File: src/ocd_consts.vh
`ifndef OCD_CONSTS_VH
`define OCD_CONSTS_VH

// ****************************************
// register indices (byte address = 4 * index)
// ****************************************
`define OCD_IDX_DIV1_COUNTS 12'h193
`define OCD_IDX_DIV1_CTRL 12'h194
`define OCD_IDX_DIV1_ROUTE 12'h195
`define OCD_IDX_DIV2_COUNTS 12'h196
`define OCD_IDX_DIV2_CTRL 12'h197
`define OCD_IDX_DIV2_ROUTE 12'h198
`define OCD_IDX_S31_COUNTS 12'h199
`define OCD_IDX_S3_PHASE 12'h19a
`define OCD_IDX_S32_COUNTS 12'h19b
`define OCD_IDX_S3_BYPASS 12'h19c
`define OCD_IDX_SRC_SEL 12'h1e1
`define OCD_IDX_STATUS 12'h1e2

// ****************************************
// field positions
// ****************************************
`define OCD_F_LOW_HI 7
`define OCD_F_LOW_LO 4
`define OCD_F_HIGH_HI 3
`define OCD_F_HIGH_LO 0
`define OCD_F_BYPASS 7
`define OCD_F_NOSYNC 6
`define OCD_F_FORCE_HIGH 5
`define OCD_F_START_HIGH 4
`define OCD_F_PHASE_HI 3
`define OCD_F_PHASE_LO 0
`define OCD_F_DIRECT 1
`define OCD_F_DCC_OFF 0
`define OCD_F_S32_BYPASS 5
`define OCD_F_S31_BYPASS 4

// ****************************************
// reset values
// ****************************************
`define OCD_RST_COUNTS 8'h00
`define OCD_RST_DIV1_CTRL 8'h00
`define OCD_RST_DIV2_CTRL 8'h80
`define OCD_RST_ROUTE 8'h00
`define OCD_RST_PHASE 8'h00
`define OCD_RST_S3_BYPASS 8'h00
`define OCD_RST_SRC_SEL 2'h0

// ****************************************
// source select codes
// ****************************************
`define OCD_SRC_EXT 2'h0
`define OCD_SRC_NONE 2'h1
`define OCD_SRC_OSC 2'h2

// ****************************************
// timing: oscillator model half period
// ****************************************
`define OCD_OSC_HALF_NS 20
`define OCD_CLK_PERIOD_NS 10
`define OCD_OSC_HALF_CYC ((`OCD_OSC_HALF_NS + `OCD_CLK_PERIOD_NS - 1) / `OCD_CLK_PERIOD_NS)

`endif

File: src/ocd_div.v
`include "ocd_consts.vh"

module ocd_div #(
    parameter CW = 4
) (
    // clock and reset
    input wire clk_i,
    input wire rst_i,
    // divider input clock
    input wire in_lvl_i,
    input wire tick_i,
    // setup
    input wire [CW-1:0] low_i,
    input wire [CW-1:0] high_i,
    input wire [CW-1:0] phase_i,
    input wire bypass_i,
    input wire start_high_i,
    input wire hold_i,
    input wire hold_level_i,
    input wire dcc_off_i,
    // output
    output reg out_o
);

    reg [CW-1:0] cnt_q;
    reg [CW-1:0] phs_q;
    reg pend_q;
    reg lvl_q;
    reg fell_q;
    reg out_d;
    wire odd_total;

    // an odd total ratio cannot split evenly; correction lends half an input cycle to high
    assign odd_total = low_i[0] ^ high_i[0];

    // ****************************************
    // counting
    // ****************************************
    always @(posedge clk_i) begin
        if (rst_i) begin
            cnt_q <= {CW{1'b0}};
            phs_q <= {CW{1'b0}};
            pend_q <= 1'b1;
            lvl_q <= 1'b0;
            fell_q <= 1'b0;
        end else if (hold_i) begin
            cnt_q <= {CW{1'b0}};
            phs_q <= {CW{1'b0}};
            pend_q <= 1'b1;
            lvl_q <= hold_level_i;
            fell_q <= 1'b0;
        end else if (tick_i && !bypass_i) begin
            fell_q <= 1'b0;
            if (pend_q) begin
                if (phs_q == phase_i) begin
                    pend_q <= 1'b0;
                    lvl_q <= start_high_i;
                    cnt_q <= {CW{1'b0}};
                end else begin
                    phs_q <= phs_q + 1'b1;
                end
            end else if (cnt_q == (lvl_q ? high_i : low_i)) begin
                lvl_q <= ~lvl_q;
                fell_q <= lvl_q;
                cnt_q <= {CW{1'b0}};
            end else begin
                cnt_q <= cnt_q + 1'b1;
            end
        end
    end

    // ****************************************
    // output selection
    // ****************************************
    always @* begin
        if (hold_i) begin
            out_d = hold_level_i;
        end else if (bypass_i) begin
            out_d = in_lvl_i;
        end else if (!dcc_off_i && odd_total) begin
            out_d = lvl_q | (fell_q & in_lvl_i);
        end else begin
            out_d = lvl_q;
        end
    end

    always @(posedge clk_i) begin
        if (rst_i) begin
            out_o <= 1'b0;
        end else begin
            out_o <= out_d;
        end
    end

endmodule // ocd_div

File: src/ocd_top.v
// Summary of operation
// - divider output stays low for low count plus one input cycles.
// - divider output stays high for high count plus one input cycles.
// - bypass bit passes input clock to output; divider 2 resets bypassed.
// - sync-ignore clear obeys chip sync; set ignores it.
// - while synchronising, output sits at the force-high level.
// - output begins at the start-level bit value.
// - each channel divider delays its start by its phase field.
// - direct-route picks oscillator at 10b, external at 00b, divider otherwise.
// - duty correction applies while its disable bit is zero.
// - divider 1 feeds pair 2, divider 2 feeds pair 3.
// - stage 3.1 holds low then high for counts plus one.
// - stage 3.2 holds low then high for counts plus one.
// - stage 3.1 phase is low nibble, stage 3.2 phase high nibble.
// - each stage has its own bypass bit, clear after reset.
//
// Added by the designer: the Wishbone interface to the registers.
`include "ocd_consts.vh"

module ocd_top #(
    parameter CW = 4,
    parameter OSC_HALF = `OCD_OSC_HALF_CYC
) (
    // clock and reset
    input wire clk_i,
    input wire rst_i,
    // wishbone slave
    input wire cyc_i,
    input wire stb_i,
    input wire we_i,
    input wire [11:0] adr_i,
    input wire [3:0] sel_i,
    input wire [31:0] dat_i,
    output reg [31:0] dat_o,
    output reg ack_o,
    // pins
    input wire ext_clk_i,
    input wire sync_i,
    // clock outputs
    output reg pair2_output_a_o,
    output reg pair2_output_b_o,
    output reg pair3_output_a_o,
    output reg pair3_output_b_o,
    output wire stage3_output_o
);

    // ****************************************
    // registers
    // ****************************************
    reg [7:0] div1_counts_q;
    reg [7:0] div1_ctrl_q;
    reg [7:0] div1_route_dcc_q;
    reg [7:0] div2_counts_q;
    reg [7:0] div2_ctrl_q;
    reg [7:0] div2_route_dcc_q;
    reg [7:0] stage31_counts_q;
    reg [7:0] stage3_phase_q;
    reg [7:0] stage32_counts_q;
    reg [7:0] stage3_bypass_q;
    reg [1:0] global_source_select_q;
    wire [11:0] idx;
    wire wr_go;
    reg [7:0] rd_d;

    // ****************************************
    // input synchronisers and source clock
    // ****************************************
    reg ext_m_q;
    reg ext_s_q;
    reg sync_m_q;
    reg sync_s_q;
    reg osc_lvl_q;
    reg [15:0] osc_cnt_q;
    reg src_prev_q;
    reg s31_prev_q;
    wire src_lvl;
    wire src_tick;
    wire s31_out;
    wire s31_tick;
    wire div1_out;
    wire div2_out;
    wire div1_hold;
    wire div2_hold;

    always @(posedge clk_i) begin
        if (rst_i) begin
            ext_m_q <= 1'b0;
            ext_s_q <= 1'b0;
            sync_m_q <= 1'b0;
            sync_s_q <= 1'b0;
        end else begin
            ext_m_q <= ext_clk_i;
            ext_s_q <= ext_m_q;
            sync_m_q <= sync_i;
            sync_s_q <= sync_m_q;
        end
    end

    // oscillator stand-in: a square wave from a divider on the system clock
    always @(posedge clk_i) begin
        if (rst_i) begin
            osc_cnt_q <= 16'h0000;
            osc_lvl_q <= 1'b0;
        end else if (osc_cnt_q == OSC_HALF[15:0] - 16'h0001) begin
            osc_cnt_q <= 16'h0000;
            osc_lvl_q <= ~osc_lvl_q;
        end else begin
            osc_cnt_q <= osc_cnt_q + 16'h0001;
        end
    end

    // distribution clock: oscillator when select bit 1 is set, else external input
    assign src_lvl = global_source_select_q[1] ? osc_lvl_q : ext_s_q;
    assign src_tick = src_lvl & ~src_prev_q;

    always @(posedge clk_i) begin
        if (rst_i) begin
            src_prev_q <= 1'b0;
            s31_prev_q <= 1'b0;
        end else begin
            src_prev_q <= src_lvl;
            s31_prev_q <= s31_out;
        end
    end

    // ****************************************
    // channel dividers
    // ****************************************
    assign div1_hold = sync_s_q & ~div1_ctrl_q[`OCD_F_NOSYNC];
    assign div2_hold = sync_s_q & ~div2_ctrl_q[`OCD_F_NOSYNC];

    ocd_div #(.CW(CW)) u_div1 (
        .clk_i(clk_i),
        .rst_i(rst_i),
        .in_lvl_i(src_lvl),
        .tick_i(src_tick),
        .low_i(div1_counts_q[`OCD_F_LOW_HI:`OCD_F_LOW_LO]),
        .high_i(div1_counts_q[`OCD_F_HIGH_HI:`OCD_F_HIGH_LO]),
        .phase_i(div1_ctrl_q[`OCD_F_PHASE_HI:`OCD_F_PHASE_LO]),
        .bypass_i(div1_ctrl_q[`OCD_F_BYPASS]),
        .start_high_i(div1_ctrl_q[`OCD_F_START_HIGH]),
        .hold_i(div1_hold),
        .hold_level_i(div1_ctrl_q[`OCD_F_FORCE_HIGH]),
        .dcc_off_i(div1_route_dcc_q[`OCD_F_DCC_OFF]),
        .out_o(div1_out)
    );

    ocd_div #(.CW(CW)) u_div2 (
        .clk_i(clk_i),
        .rst_i(rst_i),
        .in_lvl_i(src_lvl),
        .tick_i(src_tick),
        .low_i(div2_counts_q[`OCD_F_LOW_HI:`OCD_F_LOW_LO]),
        .high_i(div2_counts_q[`OCD_F_HIGH_HI:`OCD_F_HIGH_LO]),
        .phase_i(div2_ctrl_q[`OCD_F_PHASE_HI:`OCD_F_PHASE_LO]),
        .bypass_i(div2_ctrl_q[`OCD_F_BYPASS]),
        .start_high_i(div2_ctrl_q[`OCD_F_START_HIGH]),
        .hold_i(div2_hold),
        .hold_level_i(div2_ctrl_q[`OCD_F_FORCE_HIGH]),
        .dcc_off_i(div2_route_dcc_q[`OCD_F_DCC_OFF]),
        .out_o(div2_out)
    );

    // ****************************************
    // low-voltage channel cascade
    // ****************************************
    // stage controls beyond counts, phase and bypass are outside this block:
    // the stages always obey sync, start low and hold low during it
    assign s31_tick = s31_out & ~s31_prev_q;

    ocd_div #(.CW(CW)) u_s31 (
        .clk_i(clk_i),
        .rst_i(rst_i),
        .in_lvl_i(src_lvl),
        .tick_i(src_tick),
        .low_i(stage31_counts_q[`OCD_F_LOW_HI:`OCD_F_LOW_LO]),
        .high_i(stage31_counts_q[`OCD_F_HIGH_HI:`OCD_F_HIGH_LO]),
        .phase_i(stage3_phase_q[3:0]),
        .bypass_i(stage3_bypass_q[`OCD_F_S31_BYPASS]),
        .start_high_i(1'b0),
        .hold_i(sync_s_q),
        .hold_level_i(1'b0),
        .dcc_off_i(1'b1),
        .out_o(s31_out)
    );

    ocd_div #(.CW(CW)) u_s32 (
        .clk_i(clk_i),
        .rst_i(rst_i),
        .in_lvl_i(s31_out),
        .tick_i(s31_tick),
        .low_i(stage32_counts_q[`OCD_F_LOW_HI:`OCD_F_LOW_LO]),
        .high_i(stage32_counts_q[`OCD_F_HIGH_HI:`OCD_F_HIGH_LO]),
        .phase_i(stage3_phase_q[7:4]),
        .bypass_i(stage3_bypass_q[`OCD_F_S32_BYPASS]),
        .start_high_i(1'b0),
        .hold_i(sync_s_q),
        .hold_level_i(1'b0),
        .dcc_off_i(1'b1),
        .out_o(stage3_output_o)
    );

    // ****************************************
    // output pair routing
    // ****************************************
    function route_sel;
        input direct;
        input [1:0] src;
        input div_lvl;
        input osc_lvl;
        input ext_lvl;
        begin
            route_sel = div_lvl;
            if (direct && src == `OCD_SRC_OSC) begin
                route_sel = osc_lvl;
            end else if (direct && src == `OCD_SRC_EXT) begin
                route_sel = ext_lvl;
            end
        end
    endfunction

    always @(posedge clk_i) begin
        if (rst_i) begin
            pair2_output_a_o <= 1'b0;
            pair2_output_b_o <= 1'b1;
            pair3_output_a_o <= 1'b0;
            pair3_output_b_o <= 1'b1;
        end else begin
            pair2_output_a_o <= route_sel(div1_route_dcc_q[`OCD_F_DIRECT],
                global_source_select_q, div1_out, osc_lvl_q, ext_s_q);
            pair2_output_b_o <= ~route_sel(div1_route_dcc_q[`OCD_F_DIRECT],
                global_source_select_q, div1_out, osc_lvl_q, ext_s_q);
            pair3_output_a_o <= route_sel(div2_route_dcc_q[`OCD_F_DIRECT],
                global_source_select_q, div2_out, osc_lvl_q, ext_s_q);
            pair3_output_b_o <= ~route_sel(div2_route_dcc_q[`OCD_F_DIRECT],
                global_source_select_q, div2_out, osc_lvl_q, ext_s_q);
        end
    end

    // ****************************************
    // wishbone slave
    // ****************************************
    // one wait state: ack rises the edge after the request, and a write lands at the
    // edge that samples ack high, so master and slave agree on when it took effect
    assign idx = {2'h0, adr_i[11:2]};
    assign wr_go = cyc_i & stb_i & we_i & ack_o & sel_i[0];

    always @* begin
        case (idx)
            `OCD_IDX_DIV1_COUNTS: rd_d = div1_counts_q;
            `OCD_IDX_DIV1_CTRL: rd_d = div1_ctrl_q;
            `OCD_IDX_DIV1_ROUTE: rd_d = div1_route_dcc_q;
            `OCD_IDX_DIV2_COUNTS: rd_d = div2_counts_q;
            `OCD_IDX_DIV2_CTRL: rd_d = div2_ctrl_q;
            `OCD_IDX_DIV2_ROUTE: rd_d = div2_route_dcc_q;
            `OCD_IDX_S31_COUNTS: rd_d = stage31_counts_q;
            `OCD_IDX_S3_PHASE: rd_d = stage3_phase_q;
            `OCD_IDX_S32_COUNTS: rd_d = stage32_counts_q;
            `OCD_IDX_S3_BYPASS: rd_d = stage3_bypass_q;
            `OCD_IDX_SRC_SEL: rd_d = {6'h00, global_source_select_q};
            `OCD_IDX_STATUS: rd_d = {4'h0, sync_s_q, stage3_output_o,
                pair3_output_a_o, pair2_output_a_o};
            default: rd_d = 8'h00;
        endcase
    end

    always @(posedge clk_i) begin
        if (rst_i) begin
            ack_o <= 1'b0;
            dat_o <= 32'h00000000;
        end else begin
            ack_o <= cyc_i & stb_i & ~ack_o;
            dat_o <= {24'h000000, rd_d};
        end
    end

    always @(posedge clk_i) begin
        if (rst_i) begin
            div1_counts_q <= `OCD_RST_COUNTS;
            div1_ctrl_q <= `OCD_RST_DIV1_CTRL;
            div1_route_dcc_q <= `OCD_RST_ROUTE;
            div2_counts_q <= `OCD_RST_COUNTS;
            div2_ctrl_q <= `OCD_RST_DIV2_CTRL;
            div2_route_dcc_q <= `OCD_RST_ROUTE;
            stage31_counts_q <= `OCD_RST_COUNTS;
            stage3_phase_q <= `OCD_RST_PHASE;
            stage32_counts_q <= `OCD_RST_COUNTS;
            stage3_bypass_q <= `OCD_RST_S3_BYPASS;
            global_source_select_q <= `OCD_RST_SRC_SEL;
        end else if (wr_go) begin
            case (idx)
                `OCD_IDX_DIV1_COUNTS: div1_counts_q <= dat_i[7:0];
                `OCD_IDX_DIV1_CTRL: div1_ctrl_q <= dat_i[7:0];
                `OCD_IDX_DIV1_ROUTE: div1_route_dcc_q <= {6'h00, dat_i[1:0]};
                `OCD_IDX_DIV2_COUNTS: div2_counts_q <= dat_i[7:0];
                `OCD_IDX_DIV2_CTRL: div2_ctrl_q <= dat_i[7:0];
                `OCD_IDX_DIV2_ROUTE: div2_route_dcc_q <= {6'h00, dat_i[1:0]};
                `OCD_IDX_S31_COUNTS: stage31_counts_q <= dat_i[7:0];
                `OCD_IDX_S3_PHASE: stage3_phase_q <= dat_i[7:0];
                `OCD_IDX_S32_COUNTS: stage32_counts_q <= dat_i[7:0];
                `OCD_IDX_S3_BYPASS: stage3_bypass_q <= {2'h0, dat_i[5:4], 4'h0};
                `OCD_IDX_SRC_SEL: global_source_select_q <= dat_i[1:0];
                default: ;
            endcase
        end
    end

endmodule // ocd_top

File: config.mk
export PLATFORM = sky130hd
export DESIGN_NAME = ocd_top
export DESIGN_NICKNAME = d
export VERILOG_FILES = /design/src/ocd_div.v /design/src/ocd_top.v
export VERILOG_INCLUDE_DIRS = /design/src
export SDC_FILE = /design/constraint.sdc
export NUM_CORES = 1
export LEC_CHECK = 0
export BUFFER_PORTS_ARGS = -buffer_cell sky130_fd_sc_hd__buf_2
export CAP_MARGIN = 20
export CORE_MARGIN = 2
export CORE_UTILIZATION = 45
export DETAILED_ROUTE_END_ITERATION = 7
export GPL_ROUTABILITY_DRIVEN = 0
export GPL_TIMING_DRIVEN = 0
export PLACE_DENSITY = 0.76
export REMOVE_ABC_BUFFERS = 1
export SYNTH_ARGS = -nofsm -noshare
export SYNTH_HDL_FRONTEND = slang
export SYNTH_SLANG_ARGS = --single-unit
File: constraint.sdc
create_clock -name clk_i -period 2.4 [get_ports clk_i]
set_clock_uncertainty 0.1 [all_clocks]
set_input_delay 0.12 -clock clk_i [delete_from_list [all_inputs] [get_ports clk_i]]
set_output_delay 0.12 -clock clk_i [all_outputs]
set_load 0.01 [all_outputs]
# Yosys cells after proc, flatten, opt, wreduce, memory -nomap -nowiden
# Cells that the tools add are included.
# W data, S select, Z words.
[classes] div_mod_pow=0 bitwise_logic=31 n_eq_ne=28 n_shift=0 mul=0 add_sub_neg=9 magnitude_cmp=0 n_reduce_logical=50 mux=60
[op_table] operator="$eq A10 B9 Y1 const B" n=12
[op_table] operator="$pmux W8 S12" n=1
[op_table] operator="$mux W4" n=16
[op_table] operator="$mux W1" n=43
[op_table] operator="$add A4 B1 Y4 const B" n=8
[op_table] operator="$eq A4 B4 Y1" n=8
[op_table] operator="$reduce_and A2 Y1" n=15
[op_table] operator="$reduce_and A3 Y1" n=8
[op_table] operator="$add A16 B1 Y16 const B" n=1
[op_table] operator="$eq A16 B1 Y1 const B" n=1
[op_table] operator="$not A1 Y1" n=16
[op_table] operator="$and A1 B1 Y1" n=11
[op_table] operator="$logic_and A1 B1 Y1" n=10
[op_table] operator="$ne A2 B2 Y1 const B" n=4
[op_table] operator="$reduce_bool A2 Y1" n=4
[op_table] operator="$reduce_or A2 Y1" n=4
[op_table] operator="$logic_not A1 Y1" n=6
[op_table] operator="$ne A3 B3 Y1 const B" n=2
[op_table] operator="$reduce_bool A3 Y1" n=2
[op_table] operator="$eq A2 B2 Y1 const B" n=1
[op_table] operator="$logic_not A2 Y1" n=1
[op_table] operator="$or A1 B1 Y1" n=2
[op_table] operator="$xor A1 B1 Y1" n=2
[totals] latchBits=0 romBits=0 word_cells=226 register_bits=170 out_inout_bits=38 ramBits=0 mem_count=0

# Logic depth before layout (Yosys ltp)
[depth] ltp_word=6 ltp_mapped=8

# Hierarchy
# A second synthesis with hierarchy kept.
[hier_totals] cells_unflattened=811 area_unflattened_um2=7372.1
[by_module_without_submodules] module="ocd_top" n_inst=1 cells_per_inst=475 area_per_inst_um2=4509.3
[by_module_without_submodules] module="ocd_div" n_inst=4 cells_per_inst=84 area_per_inst_um2=715.7

# Worst setup path after synthesis
# No wires, ideal clock.
[synth_timing] path_type="register -> register" from="reg ack_o" to="reg div1_ctrl_q[0]" slack_ns=0.467 path_stages_with_launch=7 period_less_slack_ns=1.933 arrival_ns=1.706 t_required_ns=2.172 cell_sequence="dfxtp_1 -> nand3_1 -> or2_2 -> buf_4 -> nor4_4 -> mux2i_1 -> nor2_1"
[synth_via] elab_chain_cells=3
[synth_lines] item="start, declared" line_no="ocd_top.v:35" text="output reg ack_o,"
[synth_lines] item="start signal, assigned" line_no="ocd_top.v:272" text="ack_o <= cyc_i & stb_i & ~ack_o;"
[synth_lines] item="$and A1 B1 Y1 (2 in series)" line_no="ocd_top.v:246" text="assign wr_go = cyc_i & stb_i & we_i & ack_o & sel_i[0];"
[synth_lines] item="$reduce_and A2 Y1 (no line)"
[synth_lines] item="end signal, assigned" line_no="ocd_top.v:280" text="div1_ctrl_q <= `OCD_RST_DIV1_CTRL;"
[synth_lines] item="end signal, assigned" line_no="ocd_top.v:293" text="`OCD_IDX_DIV1_CTRL: div1_ctrl_q <= dat_i[7:0];"
[synth_lines] item="end, declared" line_no="ocd_top.v:51" text="reg [7:0] div1_ctrl_q;"
# Every way passes these cells.
# A chain may end at the register's enable or synchronous reset.

# Worst setup path in the final report
[layout_timing] from="reg ack_o" to="reg stage3_phase_q[7]"
[layout_via] elab_chain_cells=3
[layout_lines] item="$and A1 B1 Y1 (2 in series)" line_no="ocd_top.v:246"
[layout_lines] item="$reduce_and A2 Y1 (no line)"
[layout_lines] item="end signal, assigned" line_no="ocd_top.v:286" text="stage3_phase_q <= `OCD_RST_PHASE;"
[layout_lines] item="end signal, assigned" line_no="ocd_top.v:299" text="`OCD_IDX_S3_PHASE: stage3_phase_q <= dat_i[7:0];"
[layout_lines] item="end, declared" line_no="ocd_top.v:57" text="reg [7:0] stage3_phase_q;"
# Every way passes these cells.

==> flow_metrics.tcl <==
set metrics [dict create \
    status "complete, no violations" \
    worst_setup_path_end_kind "register" \
    clkLatencyLatePin_ns 0.42 \
    worstPathCellList "nand3_1 > or2_2 > nor2b_1 > mux2i_1 > nor2_1" \
    dpl_cell_area_um2 7490 \
    avgSynthCellArea_um2 9.169 \
    viasPerCell 5.568 \
    clk_pin_slew_ns 0.06 \
    synth_cells 792 \
    cap_violations 0 \
    grt_pass1_wl_um 26870 \
    detailroute.via_count 5830 \
    yosysSeqAreaShare_pct 40.25 \
    dieArea_um2 17170 \
    multi_input_area_um2 4013 \
    p_leak_nw 2.943 \
    cp_slowest_cell "nor2b_1" \
    routed_wl_um 17330 \
    max_freq_mhz 442.9 \
    htreeDepth 4 \
    cts_root_buf "clkbuf_16" \
    seq_area_um2 2923 \
    initial_core_util_pct 45.88 \
    worst_slack_ns 0.1422 \
    coreArea_um2 15830 \
    fin_crit_ns 2.258 \
    cts_setup_buffers 0 \
    grt-ovfl-total 0 \
    ir_drop_v 0.0005945 \
    num_rows 46 \
    reg2reg_depth 5 \
    cts_tree "yes" \
    nets 883 \
    slew_headroom_pct 34.96 \
    clkSinkCount 146 \
    min_period_over_period_pct 94.08 \
    slowest_delay_ns 0.82 \
    hold_viol_final 0 \
    antenna_found_initial 1 \
    ys_warn_count 0 \
    post-place-ws_ns -0.2274 \
    drtAntennaViolNets 0 \
    worstPathMaxFanout 11 \
    syn_to_final_growth_pct 12.06 \
    clockBufferDepth 2 \
    synth_edf_count 0 \
    final_cell_mix "dfxtp_1, nor2_1, mux2i_1" \
    syn_area_um2 7262 \
    diodes 0 \
    grt_pass1_vias 5267 \
    hp-class "in2reg" \
    critPathRequiredTime_ns 2.59 \
    hold_ws_ns 0.02896 \
    final_common_cell "dfxtp_1" \
    setup_viol 0 \
    io_pins 93 \
    cts_made_buffers 17 \
    synth_cell_type_count 69 \
    critical_path_class "reg2reg" \
    fillers 1418 \
    final_max_slew_viol_count 0 \
    track_usage_pct 20.49 \
    ys_ff_latch 146 \
    layout-drive-gt1-share_pct 12.39 \
    hold_path_depth 3 \
    die_w_um 131.0 \
    finalPower_w 0.005345 \
    start_kind "register" \
    worst-endpoint-arrival_ns 2.45 \
    drc 0 \
    die_h_um 131.0 \
    grt_max_degree 47 \
    worst_slew_pin_slew_ns 0.9735 \
    dpl.hpwl_um 11950 \
    wl_per_cell_um 16.55 \
    first_pass_iters 5 \
    powerDensity_nw_per_um2 656.8 \
    grt_setup_unrepaired "false" \
    io_buffer_count 39 \
    async_flop_share_pct 0 \
    design_area_um2 8138 \
    synth_flop_cell "dfxtp_1" \
    drtIter0Drc 456 \
]
-- final cells by class --
type / instances / area share (%)
Clock buffer: 23 / 5.873
Sequential cell: 146 / 35.92
Tap cell: 216 / 3.321
Clock inverter: 9 / 1.276
Timing Repair Buffer: 47 / 3.475
Multi-Input combinational cell: 588 / 49.31
Inverter: 18 / 0.8303
-- worst max-delay path, delay by kind of cell, from the launching register on --
family | cells | cell delay (ns)
and+or+nand+nor | 4 | 1.39
muxes | 1 | 0.28
DFF | 1 | 0.35
-- cells in the mapped netlist, drive strengths merged, types with 11 or more instances --
cell    count  share of area [%]
nor3       17                1.6
buf        38                3.5
nand2      30                1.6
mux2i      94                 13
xnor2      18                2.2
a31oi      11               0.95
o21ai      12               0.83
dfxtp     146                 40
inv        18               0.93
a21oi      22                1.5
xor2       47                5.7
clkbuf     25                1.3
nor2      132                6.8
nor2b      17                1.5
nand3      27                2.0
-- sequential cells by signal (all words and copies together) (netlist names), 4 cells and up --
| signal | flops |
|---|---|
| stage32_counts_q | 8 |
| u_div2.phs_q | 4 |
| u_div1.phs_q | 4 |
| div1_counts_q | 8 |
| div2_counts_q | 8 |
| u_div1.cnt_q | 4 |
| u_s32.cnt_q | 4 |
| u_s31.phs_q | 4 |
| div1_ctrl_q | 8 |
| u_div2.cnt_q | 4 |
| stage3_phase_q | 8 |
| stage31_counts_q | 8 |
| dat_o | 8 |
| u_s32.phs_q | 4 |
| osc_cnt_q | 16 |
| u_s31.cnt_q | 4 |
| div2_ctrl_q | 8 |
-- final timing paths --
| kind | to | start | slack (ns) |
|---|---|---|---|
| max | stage3_phase_q[7] | ack_o | 0.14 |
| max reg2reg | stage3_phase_q[7] | ack_o | 0.14 |
| min | stage3_phase_q[6] | dat_i[6] | 0.03 |
| min reg2reg | ext_s_q | ext_m_q | 0.34 |
-- through the flow --
step	std cells	utilization (%)	setup TNS, ns
final	1047	51.42	0
after global routing	1047	51.42	0
after CTS	1047	51.38	0
after detailed placement	1009	47.32	-3.085
after global placement	1007	47.15	-4.288
after floorplan	752	-	0
-- layer usage --
metal | global-route usage, % | vias up | part of all wire, % | routed length (µm)
li1 | - | 2778 | - | -
met1 | 27.18 | 2781 | 44 | 7673
met2 | 31.97 | 231 | 46 | 7919
met3 | 4.357 | 38 | 7.2 | 1240
met4 | 9.512 | 2 | 2.8 | 481
met5 | 0 | - | 0.052 | 9
-- cells by family after synthesis --
family	synth area share, %
AND/OR/NAND/NOR	20.85
flip-flops	40.25
multiplexers	14.04
AO/OA/AOI/OAI	9.477
buffers and inverters	5.772
XOR/XNOR	7.839
adder cells (fa/ha/maj)	1.723
other	0.05164
-- what timing repair did --
| item | CTS | global route |
|---|---|---|
| gates resized for setup | 0 | 2 |
| endpoints found under the hold margin | 8 | 0 |
| endpoints found under the setup margin | 0 | 3 |
| hold buffers | 6 | 0 |
-- where the power goes --
part / leakage, nW / internal (W) / switching (W) / total (W)
clock network: 0.283 / 0.00161 / 0.00100 / 0.00261
registers: 1.18 / 0.00245 / 0.0000259 / 0.00247
logic: 1.48 / 0.0000800 / 0.000181 / 0.000261
total: 2.94 / 0.00414 / 0.00121 / 0.00534
No activity file was read; power rests on OpenSTA's default activity.
